===== config.mk =====
export PLATFORM = sky130hd
export DESIGN_NAME = fm_trip_manager
export DESIGN_NICKNAME = d
export VERILOG_FILES = /design/src/include/fm_pkg.sv /design/src/rtl/fm_trip_manager.sv
export SDC_FILE = /design/constraint.sdc
export NUM_CORES = 1
export LEC_CHECK = 0
export BUFFER_PORTS_ARGS = -buffer_cell sky130_fd_sc_hd__buf_4
export CAP_MARGIN = 10
export CORE_ASPECT_RATIO = 1.2
export CORE_UTILIZATION = 45
export CTS_CLUSTER_SIZE = 25
export DETAILED_ROUTE_END_ITERATION = 8
export HOLD_SLACK_MARGIN = 0.03
export PLACE_DENSITY = 0.75
export SLEW_MARGIN = 20
export SYNTH_ARGS = -nofsm -noshare
export SYNTH_HDL_FRONTEND = slang
export SYNTH_SLANG_ARGS = --single-unit
export TNS_END_PERCENT = 20

===== constraint.sdc =====
create_clock -name mclk -period 5.86 [get_ports mclk]
set_input_delay 0.586 -clock mclk [delete_from_list [all_inputs] [get_ports mclk]]
set_output_delay 0.586 -clock mclk [all_outputs]
set_load 0.01 [all_outputs]

===== src/include/fm_pkg.sv =====
// Shared constants and carrier types of the trip fault manager
package fm_pkg;
   localparam int CLK_HZ = 250_000_000;
   localparam int MS_PER_S = 1000;
   localparam int MS_CYCLES = CLK_HZ / MS_PER_S;
   localparam int LOCK_FIRST_S = 2;
   localparam int LOCK_MAX_S = 64;
   localparam logic [2:0] LOCK_IDX_MAX = 3'h5;
   // Fault numbers, reported as binary values
   localparam logic [7:0] FC_NONE = 8'h00;
   localparam logic [7:0] FC_BRAKE_OC = 8'h01;
   localparam logic [7:0] FC_BRAKE_OL = 8'h02;
   localparam logic [7:0] FC_OUT_OC = 8'h03;
   localparam logic [7:0] FC_MOTOR_OL = 8'h04;
   localparam logic [7:0] FC_BUS_OV = 8'h06;
   localparam logic [7:0] FC_BUS_UV = 8'h07;
   localparam logic [7:0] FC_HS_OT = 8'h08;
   localparam logic [7:0] FC_UNDER_T = 8'h09;
   localparam logic [7:0] FC_EXT_TRIP = 8'h0B;
   localparam logic [7:0] FC_NET_LOSS = 8'h0C;
   localparam logic [7:0] FC_RIPPLE = 8'h0D;
   localparam logic [7:0] FC_PHASE_LOSS = 8'h0E;
   localparam logic [7:0] FC_HW_OC = 8'h0F;
   localparam logic [7:0] FC_IO_MEM = 8'h11;
   localparam logic [7:0] FC_ANALOG_LOST = 8'h12;
   localparam logic [7:0] FC_DSP_MEM = 8'h13;
   localparam logic [7:0] FC_MOTOR_PTC = 8'h15;
   localparam logic [7:0] FC_FAN = 8'h16;
   localparam logic [7:0] FC_INT_OT = 8'h17;
   localparam logic [7:0] FC_OUTPUT = 8'h1A;
   localparam logic [7:0] FC_AUTOTUNE = 8'h29;
   localparam logic [7:0] FC_MODBUS_LOSS = 8'h32;
   localparam logic [7:0] FC_CAN_LOSS = 8'h33;
   // Register byte offsets
   localparam logic [7:0] OFS_CTRL = 8'h00;
   localparam logic [7:0] OFS_STATUS = 8'h04;
   localparam logic [7:0] OFS_OL_REF = 8'h08;
   localparam logic [7:0] OFS_OL_LIMIT = 8'h0C;
   localparam logic [7:0] OFS_COMM_TO = 8'h10;
   localparam logic [7:0] OFS_IRQ_STAT = 8'h14;
   localparam logic [7:0] OFS_IRQ_MASK = 8'h18;
   localparam logic [7:0] OFS_LOCK_LEFT = 8'h1C;
   // Field positions
   localparam int CTRL_FB_RESET = 0;
   localparam int CTRL_MON_LSB = 1;
   localparam int ST_TRIPPED = 8;
   localparam int ST_LOCKED = 9;
   localparam int ST_IDX_LSB = 10;
   localparam int IRQ_TRIP = 0;
   localparam int IRQ_CLEAR = 1;
   // Reset values
   localparam logic [3:0] CTRL_RST = 4'h0;
   localparam logic [15:0] OL_REF_RST = 16'hFFFF;
   localparam logic [15:0] OL_LIMIT_RST = 16'h0000;
   localparam logic [15:0] COMM_TO_RST = 16'h0000;
   typedef enum logic {FM_READY, FM_TRIPPED} fm_state_t;
   typedef struct packed {
      logic brake_oc;
      logic brake_ol;
      logic out_oc;
      logic hardware_overcurrent_trip;
      logic bus_ov;
      logic bus_uv;
      logic hs_ot;
      logic under_temp;
      logic bus_ripple;
      logic phase_loss;
      logic io_mem;
      logic analog_lost;
      logic dsp_mem;
      logic motor_ptc;
      logic fan_fail;
      logic int_ot;
      logic output_fault;
      logic autotune_bad;
   } fm_cond_t;
   typedef struct packed {
      logic cyc;
      logic stb;
      logic we;
      logic [7:0] adr;
      logic [3:0] sel;
      logic [31:0] dat;
   } fm_wb_req_t;
endpackage : fm_pkg


===== src/rtl/fm_trip_manager.sv =====
// Drive trip supervision: fault latch, reset sources, lockout, registers
// Contract
// - Report 00 with no trip, 01 brake overcurrent, 02 brake resistor overload.
// - Trip 03 on instantaneous output overcurrent, 15 on short-circuit overcurrent.
// - Trip 04 when current above overload reference accumulates long enough.
// - Trip 06 on bus overvoltage, 07 on bus undervoltage.
// - Trip 08 heatsink hot, 09 too cold, 23 internal temperature high.
// - Trip 11 when the closed contact on digital input 3 opens.
// - Trip 12, 50, 51 when link traffic stops past the timeout.
// - Trip 13 on excessive bus ripple, 14 on input phase loss.
// - Report 17 IO memory fault, 19 DSP memory fault, 18 lost 4-20mA.
// - Trip 21 motor thermistor, 22 fan failure, 26 output fault.
// - Trip 41 when autotune motor parameters are wrong.
// - Clear trip on power cycle, enable re-assert, or stop key press.
// - Fieldbus clears a trip by a 0 to 1 control-word reset bit.
// - Overcurrent and overload trips ignore resets until lockout elapses; the code locks out only 03, 15 and 04, not 01 or 02.
// - Lockout is 2, 4, 8, 16, 32 s, then 64 s for later trips.
//
// Local design decisions: the address map and the Wishbone slave port.
`timescale 1ns/1ps
`default_nettype none
module fm_trip_manager
   import fm_pkg::*;
#(
   parameter int MS_CYC = fm_pkg::MS_CYCLES
) (
   input wire logic mclk,
   input wire logic reset,
   input wire logic ce,
   input wire fm_pkg::fm_wb_req_t wb_req,
   output logic wb_ack,
   output logic [31:0] wb_dat_o,
   input wire fm_pkg::fm_cond_t cond,
   input wire logic din3_closed,
   input wire logic [15:0] out_current,
   input wire logic [2:0] link_traffic,
   input wire logic enable_in,
   input wire logic stop_key,
   input wire logic cw_reset_bit,
   output logic tripped,
   output logic [7:0] fault_code,
   output logic lockout_active,
   output logic irq
);
   import fm_pkg::*;

   // Highest hazard first when several conditions coincide
   function automatic logic [7:0] fm_pick(input fm_cond_t c, input logic ext,
                                          input logic ol, input logic [2:0] cl);
      logic [7:0] r;
      r = FC_NONE;
      if (c.brake_oc) r = FC_BRAKE_OC;
      else if (c.brake_ol) r = FC_BRAKE_OL;
      else if (c.hardware_overcurrent_trip) r = FC_HW_OC;
      else if (c.out_oc) r = FC_OUT_OC;
      else if (ol) r = FC_MOTOR_OL;
      else if (c.bus_ov) r = FC_BUS_OV;
      else if (c.bus_uv) r = FC_BUS_UV;
      else if (c.hs_ot) r = FC_HS_OT;
      else if (c.under_temp) r = FC_UNDER_T;
      else if (ext) r = FC_EXT_TRIP;
      else if (cl[0]) r = FC_NET_LOSS;
      else if (c.bus_ripple) r = FC_RIPPLE;
      else if (c.phase_loss) r = FC_PHASE_LOSS;
      else if (c.io_mem) r = FC_IO_MEM;
      else if (c.analog_lost) r = FC_ANALOG_LOST;
      else if (c.dsp_mem) r = FC_DSP_MEM;
      else if (c.motor_ptc) r = FC_MOTOR_PTC;
      else if (c.fan_fail) r = FC_FAN;
      else if (c.int_ot) r = FC_INT_OT;
      else if (c.output_fault) r = FC_OUTPUT;
      else if (c.autotune_bad) r = FC_AUTOTUNE;
      else if (cl[1]) r = FC_MODBUS_LOSS;
      else if (cl[2]) r = FC_CAN_LOSS;
      return r;
   endfunction : fm_pick

   function automatic logic [31:0] fm_merge(input logic [31:0] old,
                                            input logic [31:0] nw,
                                            input logic [3:0] sel);
      logic [31:0] r;
      r = old;
      for (int i = 0; i < 4; i++) begin
         if (sel[i]) r[i*8 +: 8] = nw[i*8 +: 8];
      end
      return r;
   endfunction : fm_merge

   fm_state_t state_reg;
   logic [31:0] ms_cnt_reg;
   logic [9:0] sec_ms_reg;
   logic [15:0] ol_acc_reg;
   logic [15:0] comm_cnt_reg [3];
   logic [6:0] lock_s_reg;
   logic [2:0] trip_idx_reg;
   logic en_prev_reg;
   logic stop_prev_reg;
   logic cw_prev_reg;
   logic [3:0] ctrl_reg;
   logic [15:0] ol_ref_reg;
   logic [15:0] ol_limit_reg;
   logic [15:0] comm_to_reg;
   logic [1:0] irq_stat_reg;
   logic [1:0] irq_mask_reg;

   wire ms_tick = (ms_cnt_reg == 32'(MS_CYC - 1));
   wire sec_tick = ms_tick && (sec_ms_reg == 10'(MS_PER_S - 1));
   wire ol_trip = (ol_limit_reg != 16'h0000) && (ol_acc_reg >= ol_limit_reg);
   wire ext_trip = !din3_closed;
   wire [2:0] mon_en = ctrl_reg[CTRL_MON_LSB +: 3];
   wire [2:0] comm_loss;
   wire [7:0] code_w = fm_pick(cond, ext_trip, ol_trip, comm_loss);
   wire is_ready = (state_reg == FM_READY);
   wire new_trip = ce && is_ready && (code_w != FC_NONE);
   wire lock_code = (code_w == FC_OUT_OC) || (code_w == FC_HW_OC) ||
                    (code_w == FC_MOTOR_OL);
   wire [6:0] lock_delay = 7'(LOCK_FIRST_S) << trip_idx_reg;
   wire en_rise = enable_in && !en_prev_reg;
   wire stop_rise = stop_key && !stop_prev_reg;
   wire cw_rise = ctrl_reg[CTRL_FB_RESET] && cw_reset_bit && !cw_prev_reg;
   wire reset_req = en_rise || stop_rise || cw_rise;
   wire clear_ok = ce && !is_ready && reset_req && (lock_s_reg == 7'h00);
   wire wb_hit = wb_req.cyc && wb_req.stb && !wb_ack;
   wire wb_wr = ce && wb_hit && wb_req.we;
   wire [31:0] wb_wmask = fm_merge(32'h0000_0000, 32'hFFFF_FFFF, wb_req.sel);
   wire [1:0] w1c = (wb_wr && wb_req.adr == OFS_IRQ_STAT) ?
                    wb_wmask[1:0] & wb_req.dat[1:0] : 2'h0;
   wire [1:0] irq_ev = {clear_ok, new_trip};
   // A new event outranks a same-cycle clear from software
   wire [1:0] irq_stat_next = (irq_stat_reg & ~w1c) | irq_ev;
   wire [31:0] status_w = {19'h0, trip_idx_reg, lock_s_reg != 7'h00,
                           !is_ready, fault_code};
   logic [31:0] rd_w;
   // Write data laid over the addressed register's current value, byte lane by lane
   wire [31:0] wb_wdat = fm_merge(rd_w, wb_req.dat, wb_req.sel);

   genvar g;
   generate
      for (g = 0; g < 3; g++) begin : g_comm
         assign comm_loss[g] = mon_en[g] && (comm_cnt_reg[g] >= comm_to_reg);
         always_ff @(posedge mclk) begin
            if (reset || !mon_en[g] || (ce && link_traffic[g])) begin
               comm_cnt_reg[g] <= 16'h0000;
            end else if (ce && ms_tick && comm_cnt_reg[g] != 16'hFFFF) begin
               comm_cnt_reg[g] <= comm_cnt_reg[g] + 16'h0001;
            end
         end
      end
   endgenerate

   always_comb begin
      case (wb_req.adr)
         OFS_CTRL: rd_w = {28'h0, ctrl_reg};
         OFS_STATUS: rd_w = status_w;
         OFS_OL_REF: rd_w = {16'h0, ol_ref_reg};
         OFS_OL_LIMIT: rd_w = {16'h0, ol_limit_reg};
         OFS_COMM_TO: rd_w = {16'h0, comm_to_reg};
         OFS_IRQ_STAT: rd_w = {30'h0, irq_stat_reg};
         OFS_IRQ_MASK: rd_w = {30'h0, irq_mask_reg};
         OFS_LOCK_LEFT: rd_w = {25'h0, lock_s_reg};
         default: rd_w = 32'h0000_0000;
      endcase
   end

   // Bus slave: one wait state, unmapped addresses read zero and ignore writes
   always_ff @(posedge mclk) begin
      if (reset) begin
         wb_ack <= 1'b0;
         wb_dat_o <= 32'h0000_0000;
      end else if (ce) begin
         wb_ack <= wb_hit;
         wb_dat_o <= wb_hit ? rd_w : 32'h0000_0000;
      end
   end

   always_ff @(posedge mclk) begin
      if (reset) begin
         ctrl_reg <= CTRL_RST;
         ol_ref_reg <= OL_REF_RST;
         ol_limit_reg <= OL_LIMIT_RST;
         comm_to_reg <= COMM_TO_RST;
         irq_mask_reg <= 2'h0;
      end else if (wb_wr) begin
         case (wb_req.adr)
            OFS_CTRL: ctrl_reg <= wb_wdat[3:0];
            OFS_OL_REF: ol_ref_reg <= wb_wdat[15:0];
            OFS_OL_LIMIT: ol_limit_reg <= wb_wdat[15:0];
            OFS_COMM_TO: comm_to_reg <= wb_wdat[15:0];
            OFS_IRQ_MASK: irq_mask_reg <= wb_wdat[1:0];
            default: ;
         endcase
      end
   end

   always_ff @(posedge mclk) begin
      if (reset) begin
         irq_stat_reg <= 2'h0;
         irq <= 1'b0;
      end else if (ce) begin
         irq_stat_reg <= irq_stat_next;
         irq <= |(irq_stat_next & irq_mask_reg);
      end
   end

   always_ff @(posedge mclk) begin
      if (reset) begin
         ms_cnt_reg <= 32'h0000_0000;
         sec_ms_reg <= 10'h000;
      end else if (ce) begin
         ms_cnt_reg <= ms_tick ? 32'h0000_0000 : ms_cnt_reg + 32'h0000_0001;
         if (ms_tick) begin
            sec_ms_reg <= sec_tick ? 10'h000 : sec_ms_reg + 10'h001;
         end
      end
   end

   // Overload integrator: counts ms above reference, bleeds off at or below it
   always_ff @(posedge mclk) begin
      if (reset) begin
         ol_acc_reg <= 16'h0000;
      end else if (ce && ms_tick) begin
         if (out_current > ol_ref_reg) begin
            if (ol_acc_reg != 16'hFFFF) ol_acc_reg <= ol_acc_reg + 16'h0001;
         end else if (ol_acc_reg != 16'h0000) begin
            ol_acc_reg <= ol_acc_reg - 16'h0001;
         end
      end
   end

   always_ff @(posedge mclk) begin
      if (reset) begin
         // Enable idles high; a low start value would fake a rising edge
         en_prev_reg <= 1'b1;
         stop_prev_reg <= 1'b0;
         cw_prev_reg <= 1'b0;
      end else if (ce) begin
         en_prev_reg <= enable_in;
         stop_prev_reg <= stop_key;
         cw_prev_reg <= cw_reset_bit;
      end
   end

   // A power cycle is the reset itself, so it clears the trip and the count
   always_ff @(posedge mclk) begin
      if (reset) begin
         state_reg <= FM_READY;
         fault_code <= FC_NONE;
         tripped <= 1'b0;
         lockout_active <= 1'b0;
         lock_s_reg <= 7'h00;
         trip_idx_reg <= 3'h0;
      end else if (ce) begin
         case (state_reg)
            FM_READY: begin
               if (new_trip) begin
                  state_reg <= FM_TRIPPED;
                  fault_code <= code_w;
                  tripped <= 1'b1;
                  if (lock_code) begin
                     lock_s_reg <= lock_delay;
                     lockout_active <= 1'b1;
                     if (trip_idx_reg != LOCK_IDX_MAX) begin
                        trip_idx_reg <= trip_idx_reg + 3'h1;
                     end
                  end
               end
            end
            FM_TRIPPED: begin
               if (clear_ok) begin
                  state_reg <= FM_READY;
                  fault_code <= FC_NONE;
                  tripped <= 1'b0;
               end else if (sec_tick && lock_s_reg != 7'h00) begin
                  lock_s_reg <= lock_s_reg - 7'h01;
                  lockout_active <= (lock_s_reg != 7'h01);
               end
            end
            default: state_reg <= FM_READY;
         endcase
      end
   end

   property p_brake_first;
      @(posedge mclk) disable iff (reset)
      ce && is_ready && cond.brake_oc |=> tripped && fault_code == FC_BRAKE_OC;
   endproperty
   a_brake_first: assert property (p_brake_first)
      else $error("brake overcurrent not reported as 01");

   property p_code_latch;
      @(posedge mclk) disable iff (reset)
      new_trip |=> fault_code == $past(code_w) && tripped;
   endproperty
   a_code_latch: assert property (p_code_latch)
      else $error("fault number not latched");

   property p_overload;
      @(posedge mclk) disable iff (reset)
      ce && is_ready && ol_trip && !(|cond[17:14]) |=> fault_code == FC_MOTOR_OL;
   endproperty
   a_overload: assert property (p_overload)
      else $error("overload did not raise 04");

   property p_lock_hold;
      @(posedge mclk) disable iff (reset)
      tripped && lock_s_reg != 7'h00 |=> tripped;
   endproperty
   a_lock_hold: assert property (p_lock_hold)
      else $error("trip cleared during lockout");

   property p_lock_first;
      @(posedge mclk) disable iff (reset)
      new_trip && lock_code && trip_idx_reg == 3'h0 |=> lock_s_reg == 7'h02;
   endproperty
   a_lock_first: assert property (p_lock_first)
      else $error("first lockout is not 2 s");

   property p_lock_cap;
      @(posedge mclk) disable iff (reset)
      new_trip && lock_code && trip_idx_reg == LOCK_IDX_MAX |=> lock_s_reg == 7'h40;
   endproperty
   a_lock_cap: assert property (p_lock_cap)
      else $error("later lockout is not 64 s");

   property p_stop_clear;
      @(posedge mclk) disable iff (reset)
      ce && tripped && lock_s_reg == 7'h00 && stop_key && !$past(stop_key)
      && $past(ce) |=> !tripped;
   endproperty
   a_stop_clear: assert property (p_stop_clear)
      else $error("stop key did not clear trip");

   property p_cw_clear;
      @(posedge mclk) disable iff (reset)
      ce && tripped && lock_s_reg == 7'h00 && cw_rise |=> !tripped;
   endproperty
   a_cw_clear: assert property (p_cw_clear)
      else $error("control word reset ignored");

   property p_comm;
      @(posedge mclk) disable iff (reset)
      ce && is_ready && comm_loss[2] |=> tripped;
   endproperty
   a_comm: assert property (p_comm)
      else $error("CAN loss did not trip");

   property p_powerup;
      @(posedge mclk) disable iff (reset)
      $fell(reset) |-> trip_idx_reg == 3'h0 && !tripped;
   endproperty
   a_powerup: assert property (p_powerup)
      else $error("count not cleared at power-up");

   property p_ext_trip;
      @(posedge mclk) disable iff (reset)
      ce && is_ready && !din3_closed && !ol_trip && !(|cond[17:10])
      |=> fault_code == FC_EXT_TRIP;
   endproperty
   a_ext_trip: assert property (p_ext_trip)
      else $error("open contact did not raise 11");

   property p_undervolt;
      @(posedge mclk) disable iff (reset)
      ce && is_ready && cond.bus_uv && !ol_trip && !(|cond[17:13])
      |=> fault_code == FC_BUS_UV;
   endproperty
   a_undervolt: assert property (p_undervolt)
      else $error("bus undervoltage did not raise 07");

   property p_enable_clear;
      @(posedge mclk) disable iff (reset)
      ce && tripped && lock_s_reg == 7'h00 && en_rise |=> !tripped;
   endproperty
   a_enable_clear: assert property (p_enable_clear)
      else $error("enable reapplied did not clear trip");

   property p_lock_escalate;
      @(posedge mclk) disable iff (reset)
      new_trip && lock_code && trip_idx_reg != LOCK_IDX_MAX
      |=> trip_idx_reg == $past(trip_idx_reg) + 3'h1;
   endproperty
   a_lock_escalate: assert property (p_lock_escalate)
      else $error("lockout trip count did not advance");

endmodule : fm_trip_manager
`default_nettype wire


==> results.sh <==
export IMPL_status="complete, no violations"
export IMPL_synthFlopType="dfxtp_1"
export IMPL_placedInstanceArea_um2=13550
export IMPL_post_route_min_period_ns=4.965
export IMPL_synth_seq_cells=202
export IMPL_place_congestion=0.9410
export IMPL_fill_cells=2560
export IMPL_p_per_area_nw_per_um2=214.8
export IMPL_cts_tree="built"
export IMPL_grt_usage_pct=23.68
export IMPL_slew_headroom_pct=24.93
export IMPL_cts_root_buffer="clkbuf_16"
export IMPL_synth_top_cell_by_area="dfxtp_1"
export IMPL_tightest_slew_ns=1.120
export IMPL_synth_edff_count=48
export IMPL_initial_core_util_pct=46.03
export IMPL_utilization_pct=52.34
export IMPL_critical_path_class="reg2reg"
export IMPL_finalWirelength_um=34070
export IMPL_max_vdd_ir_drop_v=0.0002015
export IMPL_area_delta_synth_final_pct=13.70
export IMPL_drc_errors=0
export IMPL_crit_path_end_kind="flop"
export IMPL_ys_types=74
export IMPL_synth_top_area_share_pct=24.50
export IMPL_avgSynthCellArea_um2=8.366
export IMPL_setup_tns_ns=0
export IMPL_row_count=66
export IMPL_cp_endpoint="ol_acc_reg[14]$_SDFFE_PP0P_"
export IMPL_rsz0062_at_grt="false"
export IMPL_post_route_period_util_pct=84.73
export IMPL_ys_warn_count=0
export IMPL_setup_violations=0
export IMPL_drive_gt1_share_pct=11.26
export IMPL_critPathRequiredTime_ns=6.23
export IMPL_final_area_um2=14310
export IMPL_post_cts_buffers=0
export IMPL_cts_buffer_depth=3
export IMPL_grt_max_degree=105
export IMPL_power_leakage_uw=0.005992
export IMPL_yosys_top_cells_count="nand2_1, nor2_1, dfxtp_1"
export IMPL_ctsResizeCount=0
export IMPL_dpl_hpwl_um=25460
export IMPL_detail_route_antenna_nets=0
export IMPL_drtIter0Drc=834
export IMPL_portBuffers=98
export IMPL_r2r_end="ol_acc_reg[14]$_SDFFE_PP0P_"
export IMPL_synth_area_leaders="dfxtp_1, edfxtp_1, ha_1"
export IMPL_regToRegStartpoint="ol_ref_reg[1]$_SDFFE_PP1P_"
export IMPL_clkTransAtPathRegs_ns=0.06
export IMPL_worst_setup_path_start_kind="flop"
export IMPL_antenna_cells=0
export IMPL_dieWidth_um=154.6
export IMPL_drt_pass1_iterations=5
export IMPL_die_h_um=185.2
export IMPL_syn_inst=1504
export IMPL_antenna_found_initial=0
export IMPL_vias=11230
export IMPL_largest_reg_flops=48
export IMPL_arrival_ns=5.33
export IMPL_timing_fmax_mhz=201.4
export IMPL_hold_buffers=0
export IMPL_grt_pass1_vias=10790
export IMPL_worstHoldPathType="in2reg"
export IMPL_insertion_delay_ns=0.52
export IMPL_nNetsFinal=1773
export IMPL_fin_worst_skew_ns=0.01490
export IMPL_cp_startpoint="ol_ref_reg[1]$_SDFFE_PP1P_"
export IMPL_async_flop_share_pct=0
export IMPL_numClockSinks=202
export IMPL_cts_buffers=23
export IMPL_cp_max_fo=14
export IMPL_dieArea_um2=28640
export IMPL_grt_pass1_wl_um=54230
export IMPL_wl_per_cell_um=17.36
export IMPL_yosysMostFrequentCell="nand2_1"
export IMPL_via_per_inst=5.720
export IMPL_slew_violations=0
export IMPL_coreArea_um2=27330
export IMPL_grt_remaining_overflow=0
export IMPL_r2r_cells=21
export IMPL_post_place_cells=1923
export IMPL_finalNonFillerCells=1963
export IMPL_max_cap_violations=0
export IMPL_htreeDepth=1
export IMPL_io_pins=135
export IMPL_finalHoldViolCount=0
export IMPL_r2r_slack_ns=0.90
export IMPL_ys_seq_area_share_pct=35.96
export IMPL_synth_area_um2=12580
final cells by class:
| type | count | area, µm² | area share, % |
|---|---|---|---|
| tap | 374 | 467.9 | 3.271 |
| inverter | 84 | 315.3 | 2.204 |
| timing repair buffer | 105 | 792.0 | 5.536 |
| multi-input combinational | 1158 | 7450 | 52.07 |
| clock inverter | 6 | 58.81 | 0.4111 |
| sequential | 202 | 4524 | 31.63 |
| clock buffer | 34 | 698.2 | 4.880 |
metal layers:
metal  up-vias  share of wire (%)  GRT usage, %
met5         -                  0             0
met2       356                 49         41.41
li1       5420                  -             -
met1      5352                 42         28.36
met4         0                5.0         12.75
met3       100                4.8         2.878
report_power, final:
group	leakage (µW)	switching, µW	internal [µW]
registers	0.00184	13.9	1430
logic	0.00378	109	75.2
clock network	0.000378	582	865
kinds of logic after synthesis:
| logic type | Yosys count | share of synthesized area, % |
|---|---|---|
| DFF | 202 | 35.96 |
| AOI/OAI and AO/OA | 263 | 14.04 |
| muxes | 52 | 4.286 |
| adders and majority gates | 108 | 10.80 |
| buffers and inverters | 161 | 5.628 |
| other | 1 | 0.02980 |
| xor gates and xnor gates | 92 | 6.404 |
| and+or+nand+nor | 625 | 22.85 |
per-stage QoR:
stage / total power [µW] / hold slack, ns / worst slack (ns)
after floorplan: 1580 / 0.4412 / 0.8963
after global placement: 1650 / 0.4531 / 0.7983
after detailed placement: 1653 / 0.4633 / 0.6639
after CTS: 3095 / 0.3031 / 0.9223
after global routing: 3168 / 0.3265 / 0.5538
final: 3073 / 0.3201 / 0.8951
cell usage in the layout, fill, tap and decap left out, types with 5 or more instances in the layout:
| cell | netlist | final |
|---|---|---|
| nor4b_1 | 6 | 6 |
| nor2_1 | 175 | 175 |
| nand2_1 | 203 | 203 |
| nor2b_1 | 8 | 8 |
| clkbuf_16 | 0 | 24 |
| clkbuf_8 | 0 | 6 |
| nor3_1 | 34 | 31 |
| and3_1 | 31 | 31 |
| inv_1 | 84 | 84 |
| conb_1 | 1 | 18 |
| dfxtp_1 | 154 | 154 |
| a31oi_1 | 7 | 7 |
| o21a_1 | 7 | 7 |
| o21ai_0 | 32 | 32 |
| buf_4 | 25 | 104 |
| a22oi_1 | 45 | 45 |
| nor4_1 | 24 | 22 |
| nand3_1 | 74 | 74 |
| and4_1 | 7 | 7 |
| a211oi_1 | 12 | 12 |
| mux2_2 | 15 | 15 |
| ha_1 | 107 | 107 |
| xor2_1 | 49 | 49 |
| and2_1 | 5 | 5 |
| a21o_1 | 15 | 15 |
| xnor2_1 | 43 | 43 |
| a21oi_1 | 95 | 95 |
| nand4_1 | 25 | 25 |
| or3_1 | 11 | 11 |
| mux2i_1 | 37 | 37 |
| nand2b_1 | 9 | 9 |
| edfxtp_1 | 48 | 48 |
worst min-delay path by stage:
stage                                         endpoint                          from  slack (ns)  cells after the start
after global placement        en_prev_reg$_SDFFE_PP1P_      en_prev_reg$_SDFFE_PP1P_        0.45                      2
after floorplan           irq_mask_reg[0]$_SDFFE_PP0P_  irq_mask_reg[0]$_SDFFE_PP0P_        0.44                      2
final                         en_prev_reg$_SDFFE_PP1P_                     enable_in        0.32                      3
after global routing          en_prev_reg$_SDFFE_PP1P_                     enable_in        0.33                      3
after CTS                     en_prev_reg$_SDFFE_PP1P_                     enable_in        0.30                      3
after detailed placement   comm_to_reg[6]$_SDFFE_PP0P_   comm_to_reg[6]$_SDFFE_PP0P_        0.46                      2
worst max-delay path: stages, from the launching register on:
cell	delay, ns
dfxtp_1	0.37
inv_1	0.09
ha_1	0.30
nor2b_1	0.15
o21a_1	0.17
o21a_1	0.17
o21a_1	0.16
o21ai_0	0.16
a21oi_1	0.11
o221ai_1	0.59
buf_4	0.34
ha_1	0.29
a21oi_1	0.24
o21bai_1	0.10
a21oi_1	0.23
nor2b_1	0.07
o21a_1	0.19
o31a_1	0.26
o21ai_0	0.39
mux2i_1	0.23
a21o_1	0.12
a21oi_1	0.06
No activity file was read; power rests on OpenSTA's default activity.
